<file path="src/rtl/dsw_regs.vh">
/*
 * constants for the dll off-to-on switch sequencer: register map of the
 * controller's own command port, memory command encodings, mode register
 * bit positions and interval counts.
 * assumes a 250 mhz sys_clk; the memory clock counts are given in sys_clk
 * cycles, one command slot per sys_clk edge.
 */
`ifndef DSW_REGS_VH
`define DSW_REGS_VH

// ------------------------------------------------------------
// software port map
// ------------------------------------------------------------
`define DSW_ADDR_CTRL      4'h0
`define DSW_ADDR_STATUS    4'h1
`define DSW_ADDR_MR0       4'h2
`define DSW_ADDR_MR1       4'h3
`define DSW_ADDR_MR2       4'h4
`define DSW_ADDR_MR3       4'h5
`define DSW_CTRL_START     0
`define DSW_CTRL_ZQ        1
`define DSW_CTRL_ODT_EN    2
`define DSW_CTRL_CLK_OK    3

// ------------------------------------------------------------
// command encodings {cs_b, ras_b, cas_b, we_b}
// ------------------------------------------------------------
`define DSW_CMD_NOP        4'h7
`define DSW_CMD_MRS        4'h0
`define DSW_CMD_SRE        4'h1
`define DSW_CMD_LONG_CALIBRATION_COMMAND       4'h6
`define DSW_CMD_PREA       4'h2

`define DSW_MR1_DLL_OFF    0
`define DSW_MR0_DLL_RESET  8

// ------------------------------------------------------------
// interval counts in clock_cycle_unit
// ------------------------------------------------------------
`define DSW_PERIOD_PS      4000
`define DSW_CKSRE_NS       10
`define DSW_CKSRX_NS       10
`define DSW_XS_NS          170
`define DSW_CKSRE_CYC      ((`DSW_CKSRE_NS * 1000 + `DSW_PERIOD_PS - 1) / `DSW_PERIOD_PS)
`define DSW_CKSRX_CYC      ((`DSW_CKSRX_NS * 1000 + `DSW_PERIOD_PS - 1) / `DSW_PERIOD_PS)
`define DSW_XS_CYC         ((`DSW_XS_NS * 1000 + `DSW_PERIOD_PS - 1) / `DSW_PERIOD_PS)
`define DSW_MRD_CYC        4
`define DSW_MOD_CYC        12
`define DSW_DLLK_CYC       512
`define DSW_ZQOPER_CYC     512
`define DSW_RP_CYC         4

`endif

</file>
<file path="src/rtl/dsw_counter.v">
/*
 * one interval down-counter; load with a count, done when it reaches zero.
 * assumes the loader holds off reload until it wants a fresh interval.
 */
`timescale 1ns/1ps
module dsw_counter (
	input  wire        sys_clk,
	input  wire        rst_b,
	input  wire        load,
	input  wire [11:0] count,
	output wire        done
);
	reg [11:0] cnt_reg;

	// ------------------------------------------------------------
	// counting
	// ------------------------------------------------------------
	always @(posedge sys_clk or negedge rst_b) begin
		if (!rst_b)
			cnt_reg <= 12'h000;
		else if (load)
			cnt_reg <= count;
		else if (cnt_reg != 12'h000)
			cnt_reg <= cnt_reg - 12'h001; // one per real edge
	end

	assign done = (cnt_reg == 12'h000);
endmodule

</file>
<file path="src/rtl/dsw_mreg.v">
/*
 * four mode register words written by software, read back registered.
 * assumes one write or one read per cycle.
 */
`timescale 1ns/1ps
module dsw_mreg (
	input  wire        sys_clk,
	input  wire        rst_b,
	input  wire        wr,
	input  wire [1:0]  wr_idx,
	input  wire [15:0] wr_data,
	input  wire [1:0]  rd_idx,
	output reg  [15:0] rd_data
);
	reg [15:0] mem_reg [0:3];
	genvar i;

	// ------------------------------------------------------------
	// storage
	// ------------------------------------------------------------
	generate
		for (i = 0; i < 4; i = i + 1) begin : g_word
			always @(posedge sys_clk or negedge rst_b) begin
				if (!rst_b)
					mem_reg[i] <= 16'h0000;
				else if (wr && wr_idx == i)
					mem_reg[i] <= wr_data;
			end
		end
	endgenerate

	always @(posedge sys_clk or negedge rst_b) begin
		if (!rst_b)
			rd_data <= 16'h0000;
		else
			rd_data <= mem_reg[rd_idx];
	end
endmodule

</file>
<file path="src/rtl/dsw_top.v">
/*
 * controller that moves a ddr3 memory from dll-off to dll-on operation with
 * a clock change in self refresh. drives cke, termination_control and the
 * command/address pins; software sets mode values and starts it.
 * assumes the external clock generator changes frequency when told and
 * reports a stable clock on clk_stable.
 */
// Local design decisions: the strobed register port and the register addresses.
`timescale 1ns/1ps
`include "dsw_regs.vh"
module dsw_top (
	input  wire        sys_clk,
	input  wire        rst_b,
	input  wire [3:0]  sw_addr,
	input  wire [15:0] sw_wdata,
	input  wire        sw_wr,
	input  wire        sw_rd,
	output reg  [15:0] sw_rdata,
	input  wire        clk_stable,
	output reg         freq_change_req,
	output reg         cke,
	output reg         termination_control,
	output reg  [3:0]  cmd,
	output reg  [2:0]  bank,
	output reg  [15:0] addr,
	output reg         busy,
	output reg         dll_ready
);
	// ------------------------------------------------------------
	// states
	// ------------------------------------------------------------
	localparam S_IDLE    = 4'h0;
	localparam S_PREA    = 4'h1;
	localparam S_SRE     = 4'h2;
	localparam S_HOLD    = 4'h3;
	localparam S_FREQ    = 4'h4;
	localparam S_STABLE  = 4'h5;
	localparam S_XS      = 4'h6;
	localparam S_MR1ON   = 4'h7;
	localparam S_MR0RST  = 4'h8;
	localparam S_MRPROG  = 4'h9;
	localparam S_MODWAIT = 4'ha;
	localparam S_ZQ      = 4'hb;
	localparam S_FINAL   = 4'hc;

	// nanosecond intervals rounded up to whole cycles
	localparam [11:0] CKSRE_CNT = `DSW_CKSRE_CYC;
	localparam [11:0] CKSRX_CNT = `DSW_CKSRX_CYC;
	localparam [11:0] XS_CNT    = `DSW_XS_CYC;

	reg  [3:0]  state_reg;
	reg  [3:0]  state_next;
	reg  [1:0]  mr_idx_reg;
	reg         zq_req_reg;
	reg         odt_en_reg;
	reg         zq_done_reg;
	reg         start_pend_reg;
	reg         clk_stable_reg;
	reg         rd_mode_reg;

	wire        ctrl_wr = sw_wr && (sw_addr == `DSW_ADDR_CTRL);
	wire        mr_wr   = sw_wr && (sw_addr >= `DSW_ADDR_MR0) && (sw_addr <= `DSW_ADDR_MR3);
	wire [1:0]  mr_wr_idx = sw_addr[1:0] - 2'h2;
	wire [15:0] mr_word;
	wire [1:0]  mr_rd_idx;

	// ------------------------------------------------------------
	// interval counters: one shared step counter, one lock, one calibration
	// ------------------------------------------------------------
	reg         ld_gen;
	reg  [11:0] ld_gen_val;
	reg         ld_dllk;
	reg         ld_zq;
	wire        gen_done;
	wire        dllk_done;
	wire        zq_done;

	// general step wait, reused serially for one interval at a time
	dsw_counter u_gen (
		.sys_clk (sys_clk),
		.rst_b   (rst_b),
		.load    (ld_gen),
		.count   (ld_gen_val),
		.done    (gen_done)
	);
	// lock wait runs from dll reset independently
	dsw_counter u_dllk (
		.sys_clk (sys_clk),
		.rst_b   (rst_b),
		.load    (ld_dllk),
		.count   (12'd`DSW_DLLK_CYC),
		.done    (dllk_done)
	);
	dsw_counter u_zq (
		.sys_clk (sys_clk),
		.rst_b   (rst_b),
		.load    (ld_zq),
		.count   (12'd`DSW_ZQOPER_CYC),
		.done    (zq_done)
	);

	// mode values; during programming the sequencer reads, otherwise sw_addr sets the index, though sw_rdata never returns the word
	// exit wait prefetches the mode one word for the dll enable write
	assign mr_rd_idx = rd_mode_reg ? sw_addr[1:0] - 2'h2 :
	                   (state_reg == S_XS) ? 2'h1 : mr_idx_reg;
	dsw_mreg u_mreg (
		.sys_clk (sys_clk),
		.rst_b   (rst_b),
		.wr      (mr_wr && !busy),
		.wr_idx  (mr_wr_idx),
		.wr_data (sw_wdata),
		.rd_idx  (mr_rd_idx),
		.rd_data (mr_word)
	);

	// ------------------------------------------------------------
	// control register and sampled clock status
	// ------------------------------------------------------------
	always @(posedge sys_clk or negedge rst_b) begin
		if (!rst_b) begin
			zq_req_reg     <= 1'b0;
			odt_en_reg     <= 1'b0;
			start_pend_reg <= 1'b0;
			clk_stable_reg <= 1'b0;
		end else begin
			clk_stable_reg <= clk_stable;
			if (ctrl_wr && !busy) begin
				zq_req_reg <= sw_wdata[`DSW_CTRL_ZQ];
				odt_en_reg <= sw_wdata[`DSW_CTRL_ODT_EN];
			end
			// set wins over the consume in the same cycle
			if (ctrl_wr && sw_wdata[`DSW_CTRL_START] && !busy)
				start_pend_reg <= 1'b1;
			else if (state_reg == S_IDLE)
				start_pend_reg <= 1'b0;
		end
	end

	// ------------------------------------------------------------
	// next state
	// ------------------------------------------------------------
	always @* begin
		state_next = state_reg;
		ld_gen     = 1'b0;
		ld_gen_val = 12'h000;
		ld_dllk    = 1'b0;
		ld_zq      = 1'b0;
		case (state_reg)
			S_IDLE: begin
				if (start_pend_reg) begin
					state_next = S_PREA;
					ld_gen     = 1'b1;
					ld_gen_val = 12'd`DSW_RP_CYC;
				end
			end
			S_PREA: begin
				if (gen_done)
					state_next = S_SRE; // all banks idle before entry
			end
			S_SRE: begin
				state_next = S_HOLD;
				ld_gen     = 1'b1;
				ld_gen_val = CKSRE_CNT;
			end
			S_HOLD: begin
				if (gen_done)
					state_next = S_FREQ; // clock held after entry
			end
			S_FREQ: begin
				if (clk_stable_reg) begin
					state_next = S_STABLE;
					ld_gen     = 1'b1;
					ld_gen_val = CKSRX_CNT;
				end
			end
			S_STABLE: begin
				if (!clk_stable_reg)
					state_next = S_FREQ;
				else if (gen_done) begin
					state_next = S_XS; // exit only after stable interval
					ld_gen     = 1'b1;
					ld_gen_val = XS_CNT;
				end
			end
			S_XS: begin
				if (gen_done)
					state_next = S_MR1ON;
			end
			S_MR1ON: begin
				state_next = S_MR0RST;
				ld_gen     = 1'b1;
				// this state uses one slot, so the reset write lands mrd after
				ld_gen_val = 12'd`DSW_MRD_CYC - 12'd2;
			end
			S_MR0RST: begin
				if (gen_done) begin
					state_next = S_MRPROG;
					ld_dllk    = 1'b1;
					ld_gen     = 1'b1;
					ld_gen_val = 12'd`DSW_MRD_CYC - 12'd1;
				end
			end
			S_MRPROG: begin
				// issues each stored word, mrd apart
				if (gen_done) begin
					ld_gen     = 1'b1;
					ld_gen_val = (mr_idx_reg == 2'h3) ? 12'd`DSW_MOD_CYC - 12'd1
					                                : 12'd`DSW_MRD_CYC - 12'd1;
					if (mr_idx_reg == 2'h3)
						state_next = S_MODWAIT;
				end
			end
			S_MODWAIT: begin
				if (gen_done) begin
					if (zq_req_reg) begin
						state_next = S_ZQ; // after mod from all writes
						ld_zq      = 1'b1;
					end else
						state_next = S_FINAL;
				end
			end
			S_ZQ: begin
				if (zq_done)
					state_next = S_FINAL;
			end
			S_FINAL: begin
				if (dllk_done)
					state_next = S_IDLE; // lock done before any locked command
			end
			default: state_next = S_IDLE;
		endcase
	end

	// ------------------------------------------------------------
	// pins and state
	// ------------------------------------------------------------
	always @(posedge sys_clk or negedge rst_b) begin
		if (!rst_b) begin
			state_reg           <= S_IDLE;
			mr_idx_reg          <= 2'h0;
			cke                 <= 1'b1;
			termination_control <= 1'b0;
			cmd                 <= `DSW_CMD_NOP;
			bank                <= 3'h0;
			addr                <= 16'h0000;
			busy                <= 1'b0;
			dll_ready           <= 1'b0;
			freq_change_req     <= 1'b0;
			zq_done_reg         <= 1'b0;
		end else begin
			state_reg           <= state_next;
			cmd                 <= `DSW_CMD_NOP; // nop in every wait
			bank                <= 3'h0;
			addr                <= 16'h0000;
			termination_control <= 1'b0; // low throughout, odt held off even with odt_en_reg set
			busy                <= (state_next != S_IDLE);
			freq_change_req     <= (state_next == S_FREQ);
			case (state_reg)
				S_IDLE: begin
					if (start_pend_reg) begin
						dll_ready <= 1'b0;
						zq_done_reg <= 1'b0;
						cmd  <= `DSW_CMD_PREA;
						addr <= 16'h0400;
					end
				end
				S_PREA: begin
					if (gen_done) begin
						cmd <= `DSW_CMD_SRE;
						cke <= 1'b0;
					end
				end
				S_STABLE: begin
					if (clk_stable_reg && gen_done)
						cke <= 1'b1; // exit, high until lock
				end
				S_XS: begin
					if (gen_done) begin
						cmd  <= `DSW_CMD_MRS;
						bank <= 3'h1;
						addr <= mr_word & ~(16'h0001 << `DSW_MR1_DLL_OFF);
					end
				end
				S_MR0RST: begin
					if (gen_done) begin
						cmd  <= `DSW_CMD_MRS;
						bank <= 3'h0;
						addr <= mr_word | (16'h0001 << `DSW_MR0_DLL_RESET);
					end
				end
				S_MRPROG: begin
					if (gen_done) begin
						cmd        <= `DSW_CMD_MRS;
						bank       <= {1'b0, mr_idx_reg};
						addr       <= (mr_idx_reg == 2'h1)
						              ? (mr_word & ~(16'h0001 << `DSW_MR1_DLL_OFF)) : mr_word;
						mr_idx_reg <= mr_idx_reg + 2'h1;
					end
				end
				S_MODWAIT: begin
					if (gen_done && zq_req_reg) begin
						cmd  <= `DSW_CMD_LONG_CALIBRATION_COMMAND;
						addr <= 16'h0400;
					end
				end
				S_ZQ: begin
					if (zq_done)
						zq_done_reg <= 1'b1;
				end
				S_FINAL: begin
					if (dllk_done)
						dll_ready <= 1'b1;
				end
				default: begin
				end
			endcase
		end
	end

	// ------------------------------------------------------------
	// mode word fetch index; sequencer steps mr_idx so next word is ready
	// ------------------------------------------------------------
	always @(posedge sys_clk or negedge rst_b) begin
		if (!rst_b) begin
			rd_mode_reg <= 1'b1;
		end else begin
			rd_mode_reg <= !(state_next == S_XS || state_next == S_MR1ON
			              || state_next == S_MR0RST || state_next == S_MRPROG);
		end
	end

	// ------------------------------------------------------------
	// software read port, data one cycle after strobe
	// ------------------------------------------------------------
	always @(posedge sys_clk or negedge rst_b) begin
		if (!rst_b) begin
			sw_rdata <= 16'h0000;
		end else begin
			case (sw_addr)
				`DSW_ADDR_CTRL:   sw_rdata <= {12'h000, 1'b0, odt_en_reg, zq_req_reg, 1'b0};
				`DSW_ADDR_STATUS: sw_rdata <= {8'h00, state_reg, 1'b0, zq_done_reg,
				                               dll_ready, busy};
				default:          sw_rdata <= 16'h0000;
			endcase
		end
	end
endmodule

</file>
<file path="config.mk">
export PLATFORM = sky130hd
export DESIGN_NAME = dsw_top
export DESIGN_NICKNAME = d
export VERILOG_FILES = /design/src/rtl/dsw_counter.v /design/src/rtl/dsw_mreg.v /design/src/rtl/dsw_top.v
export VERILOG_INCLUDE_DIRS = /design/src /design/src/rtl
export SDC_FILE = /design/constraint.sdc
export NUM_CORES = 1
export LEC_CHECK = 0
export BUFFER_PORTS_ARGS = -buffer_cell sky130_fd_sc_hd__buf_2
export CAP_MARGIN = 20
export CORE_UTILIZATION = 55
export CTS_BUF_LIST = sky130_fd_sc_hd__clkbuf_8
export DETAILED_ROUTE_END_ITERATION = 12
export PLACE_DENSITY = 0.88
export SLEW_MARGIN = 20
export SYNTH_ARGS = -nofsm -noshare
export SYNTH_HDL_FRONTEND = slang
export SYNTH_SLANG_ARGS = --single-unit
</file>
<file path="constraint.sdc">
create_clock -name sys_clk -period 2.41 [get_ports sys_clk]
set_input_delay 0.482 -clock sys_clk [delete_from_list [all_inputs] [get_ports sys_clk]]
set_output_delay 0.482 -clock sys_clk [all_outputs]
set_load 0.01 [all_outputs]
</file>
==> reports/results.ini, run 1 <==
[timing]
slew_viol_final = 0
setup_viol_count_final = 0
timing.fmax_mhz = 420.2
post-route-min-period_ps = 2380
worst_pin_slew_ps = 612.9
clock_skew_ps = 10.68
finalHoldViolCount = 0
grt_setup_unrepaired = true
final.period_utilization_pct = 98.74
slew-limit-headroom_pct = 58.71

[logic_synthesis]
yosysSeqAreaShare_pct = 54.86
synth_simple_gate_area_share_pct = 14.96
async_flop_share_pct = 100.0
synth_top_family_by_area = multiplexers
synth_top_area_share_pct = 53.06
yosysTopAreaCell = dfrtp_1
syn-cell-area_um2 = 7310
syn_area_per_cell_um2 = 11.57
synthTopCellsByArea = dfrtp_1, mux2_2, mux2i_1
synth_seq_cells = 160
muxShareOfSynthArea_pct = 16.95
ys_types = 62
synth-compound-area-share_pct = 5.734
synthFlopType = dfrtp_1
synthAdderAreaFrac_pct = 1.027
syn_inst = 632
yosys_warnings = 0
synth_edf_count = 0
synthXorXnorAreaFrac_pct = 2.636

[drt]
drc_errors = 0
firstDrtPassIters = 5
drt-met1-wl_mm = 6.527
routed_via_density = 5.665
num_vias = 5110
wl_mm = 15.70
dr.max_layer_used = met4
wl_met2_mm = 7.959
drtIter0Drc = 263
wl_met3_um = 900
route.antenna.remaining_nets = 0
wl_per_cell_um = 17.40

[pwr]
ir_drop_mv = 0.6596
total_power_mw = 8.249
pwr_density_cell_nw_per_um2 = 966.5
leakagePower_nw = 4.072

[floorplanning]
coreArea_um2 = 12770
die_h_um = 117.3
initial_utilization_pct = 57.22
fp.dieArea_um2 = 13750
dieWidth_um = 117.3
rows = 41
io_pins = 69

[global_routing]
grt_util_all_layers_pct = 25.09
grt_max_degree = 65
grt_antenna_before_repair = 0
grt_pass1_wl_mm = 25.47
grt_pass1_vias = 5195
grt_overflow = 0

[setup_path]
cp.arrival_ps = 2720
endpoint_kind = register
cp_max_fo = 4
r2r_end = busy
worstSetupStartpointType = register
startpoint = u_gen.cnt_reg[3]
crit-reg2reg-launch = u_gen.cnt_reg[3]
r2r_cells = 7
worstSetupPathType = register to register
crit_path_end = busy
required_ps = 2750
r2r_slack_ps = 30

[worst_hold_path]
hp-class = input pin to register

[placed_design]
port_buffers = 55
hpwlAfterDp_mm = 10.64
globalplace.congestion = 0.9448
dpl_cell_area_um2 = 7991

[clock_tree]
cts.sinks = 160
clk_latency_ps = 460
cts_buffers = 17
clk_pin_slew_ps = 90
cts-root-buf = clkbuf_8
htreeDepth = 4
cts_tree = done
clockBufferDepth = 2

[final_layout]
fin_area_um2 = 8534
syn_to_final_growth_pct = 16.76
largest_reg_flops = 64
drive_gt1_share_pct = 29.04
num-nets-final = 748
antennaDiodeCount = 0

[run]
max-cap-violations = 0

[run_status]
status = completed

-- report_power, final --
part	total (mW)	switching [mW]	leakage, nW	internal, mW
Sequential	3.78	0.477	2.11	3.30
Combinational	2.12	1.08	1.72	1.04
Clock	2.35	1.00	0.243	1.35
Total	8.25	2.56	4.07	5.69
-- Yosys cell counts (10+ instances only) --
| cell | count |
|---|---|
| nor2b_1 | 10 |
| nor2_1 | 51 |
| o21ai_0 | 20 |
| nor3_1 | 12 |
| nand2_1 | 34 |
| nor4_1 | 11 |
| and2_1 | 15 |
| a21oi_1 | 15 |
| mux2_2 | 62 |
| inv_1 | 18 |
| mux2i_1 | 54 |
| xnor2_1 | 12 |
| buf_4 | 12 |
| dfrtp_1 | 155 |
| nand3_1 | 17 |
| xor2_1 | 10 |
| clkbuf_1 | 23 |
-- layout by cell type (no fill, tap or decap), types with 12 or more instances in the layout --
cell type | netlist | routed
mux2_2 | 62 | 62
mux2i_1 | 54 | 53
nand3_1 | 17 | 17
nor3_1 | 12 | 12
nand2_1 | 34 | 34
nor2_1 | 51 | 51
dfrtp_1 | 155 | 154
and2_1 | 15 | 15
clkbuf_8 | 0 | 21
inv_1 | 18 | 17
buf_4 | 12 | 36
xnor2_1 | 12 | 12
a21oi_1 | 15 | 15
o21ai_0 | 20 | 20
conb_1 | 1 | 12
buf_2 | 5 | 54
-- per-layer routing --
metal  vias to the layer above  GRT usage, %
li1                       2378             -
met1                      2556         29.78
met2                       153         43.18
met3                        23         6.849
met4                         0         10.38
met5                         -             0
-- timing repair --
action	CTS	global route
resized for setup	1	6
hold buffers	1	0
endpoints found under the hold margin	38	0
setup buffers	0	2
setup endpoints to repair	1	11
pin swaps	2	4
-- logic make-up (layout without fill, tap and decap cells) --
kind of cell               Yosys count  after routing
buffers and inverters               60            147
AOI/OAI and AO/OA                   65             65
adders and majority gates            6              6
other                                1             12
xor gates and xnor gates            22             22
muxes                              116            116
and+or+nand+nor                    202            202
DFF                                160            160
-- worst min-delay path by stage --
stage / depth (start not counted) / end / from
6_report: 1 / clk_stable_reg / clk_stable
5_1_grt: 1 / clk_stable_reg / clk_stable
4_1_cts: 1 / clk_stable_reg / clk_stable
3_5_place_dp: 1 / u_dllk.cnt_reg[7] / rst_b
3_3_place_gp: 1 / u_dllk.cnt_reg[7] / rst_b
2_1_floorplan: 0 / addr[0] / rst_b
-- final cells by class --
cell class                 count  area (um^2)
clock inverter                11        201.4
tap                          172        215.2
sequential                   160         4011
inverter                      19        71.32
clock buffer                  21        289.0
fill                         914         4239
multi-input combinational    423         3113
timing repair buffer          96        633.1
-- critical path, stage by stage, from the launching register on --
cell	delay, ps
dfrtp_1	380
or4_4	580
nor4_4	260
buf_4	180
a221oi_2	60
nor3_2	250
inv_2	60
or4_4	500
-- through the flow --
stage / hold WS [ps] / TNS (ps) / util, % / setup WS (ps) / cells
after floorplan: 186.4 / 0 / - / 1.322 / 643
after global placement: 426.2 / 0 / 62.56 / 17.02 / 867
after detailed placement: 436.0 / 0 / 62.56 / 18.95 / 867
after CTS: 141.3 / 0 / 66.53 / 5.789 / 900
after global routing: 130.3 / -27.58 / 66.81 / -27.58 / 902
final: 162.6 / 0 / 66.81 / 30.33 / 902
Power figures use the tool's default switching activity.
==> inputs of run 2 (changes only) <==
Settings changed: CTS_BUF_LIST sky130_fd_sc_hd__clkbuf_8 to sky130_fd_sc_hd__clkbuf_4, SETUP_SLACK_MARGIN from default to 0.2.
==> reports/results.ini, run 2 (synthesis results as in run 1) <==
[final_layout]
mostFrequentLayoutCells = dfrtp_1, mux2_2, buf_2, mux2i_1, buf_4
num-nets-final = 770  ; +2.9%
antennaDiodeCount = 0  ; unchanged
drive_gt1_share_pct = 32.71  ; +3.7 points
largest_reg_flops = 64  ; unchanged
final_common_cell = dfrtp_1
syn_to_final_growth_pct = 17.36

[clock_tree]
clockBufferDepth = 2  ; unchanged
clk_latency_ps = 570  ; +110 ps
cts-root-buf = clkbuf_4
cts.sinks = 160  ; unchanged
cts_tree = done
htreeDepth = 4  ; unchanged
clk_pin_slew_ps = 140  ; +50 ps
cts_buffers = 17  ; unchanged

[setup_path]
required_ps = 2860  ; +110 ps
r2r_end = busy
endpoint_kind = register
worstSetupStartpointType = register
cp.arrival_ps = 2960  ; +240 ps
worstSetupPathType = register to register
crit-reg2reg-launch = u_gen.cnt_reg[1]
cp_max_fo = 5  ; +1
startpoint = u_gen.cnt_reg[1]
r2r_cells = 10  ; +3
r2r_slack_ps = -100  ; -130 ps
crit_path_end = busy

[timing]
final.period_utilization_pct = 104.1  ; +5.3 points
grt_setup_unrepaired = true
fin_ws_ps = -98.22  ; -128.6 ps
finalHoldViolCount = 0  ; unchanged
timing.fmax_mhz = 398.7  ; -5.1%
worst_pin_slew_ps = 541.4  ; -71.51 ps
post-route-min-period_ps = 2508  ; +128.6 ps
slew_viol_final = 0  ; unchanged
clock_skew_ps = 22.87  ; +12.18 ps
tns_ps = -104.9  ; -104.9 ps
slew-limit-headroom_pct = 63.63  ; +4.9 points
setup_viol_count_final = 2  ; +2

[pwr]
leakagePower_nw = 4.069  ; about the same
total_power_mw = 7.462  ; -9.5%
ir_drop_mv = 0.5732  ; -13%
pwr_density_cell_nw_per_um2 = 869.9  ; -10%

[global_routing]
grt_pass1_vias = 5285  ; +1.7%
grt_pass1_wl_mm = 25.34  ; -0.54%
grt_antenna_before_repair = 0  ; unchanged
grt_max_degree = 61  ; -6.2%
grt_util_all_layers_pct = 24.74  ; -0.35 points
grt_overflow = 0  ; unchanged

[run_status]
violations = setup timing
status = finished with violations

[floorplanning]
rows = 41  ; unchanged
coreArea_um2 = 12770  ; unchanged
io_pins = 69  ; unchanged
initial_utilization_pct = 57.22  ; unchanged
die_h_um = 117.3  ; unchanged
dieWidth_um = 117.3  ; unchanged
fp.dieArea_um2 = 13750  ; unchanged

[placed_design]
port_buffers = 55  ; unchanged
dp_slack_ps = -68.45  ; -87.39 ps
globalplace.congestion = 0.8936  ; -5.4%
hpwlAfterDp_mm = 10.98  ; +3.2%

[drt]
wl_per_cell_um = 17.73  ; +1.9%
num_vias = 5319  ; +4.1%
firstDrtPassIters = 8  ; +3
routed_via_density = 5.756  ; +1.6%
drc_errors = 0  ; unchanged
wl_mm = 16.38  ; +4.4%
route.antenna.remaining_nets = 0  ; unchanged
drtIter0Drc = 283  ; +7.6%

[worst_hold_path]
hp-class = input pin to register

[run]
max-cap-violations = 0  ; unchanged

run 2: worst min path at each step:
stage | start | endpoint | cells after the start
5_1_grt | sw_wdata[11] | u_mreg.mem_reg[27] | 2
3_3_place_gp | u_mreg.rd_data[11] | addr[11] | 1
6_report | sw_wdata[7] | u_mreg.mem_reg[55] | 2
3_5_place_dp | u_mreg.rd_data[12] | addr[12] | 1
4_1_cts | sw_wdata[11] | u_mreg.mem_reg[59] | 2
2_1_floorplan | rst_b | addr[0] | 0
run 2: area by class of cell:
type,instances,area (um^2)
sequential,160,4011
clock buffer,18,135.1
inverter,19,71.32
tap,172,215.2
timing repair buffer,118,828.3
multi-input combinational,423,3212
fill,929,4195
clock inverter,14,105.1
run 2: power by group:
| group | total [mW] | leakage [nW] | switching [mW] | internal, mW |
|---|---|---|---|---|
| clock network | 1.41 | 0.121 | 0.979 | 0.433 |
| logic | 2.27 | 1.84 | 1.17 | 1.10 |
| registers | 3.78 | 2.11 | 0.485 | 3.29 |
run 2: per-stage QoR:
stage | area (um^2) | instances | util, % | hold WS [ps]
6_report | 8578 | 924 | 67.16 | 181.4
5_1_grt | 8578 | 924 | 67.16 | 139.0
4_1_cts | 8413 | 915 | 65.86 | 120.2
3_5_place_dp | 8028 | 870 | 62.85 | 442.1
3_3_place_gp | 8028 | 870 | 62.85 | 432.1
2_1_floorplan | 7385 | 643 | - | 186.4
run 2: critical path, stage by stage (launching register included):
cell and delay [ps]:
dfrtp_1 430, inv_1 110, ha_1 240, nand2b_1 190, nor4_4 50, buf_4 170
buf_4 150, a32o_1 210, nor3_2 280, inv_2 70, or4_1 500
run 2: repair_timing:
item,in CTS,in global routing
endpoints found under the hold margin,56,0
buffers inserted,9,9
pin swaps,4,13
gates cloned,2,0
setup endpoints to repair,48,62
resized for setup,13,25
hold buffers,2,0
run 2: layer usage:
metal | global-route usage [%] | wire, um
met5 | 0 | 0
met1 | 30.19 | 6729
met3 | 6.849 | 1070
met4 | 8.776 | 321
met2 | 42.20 | 8262
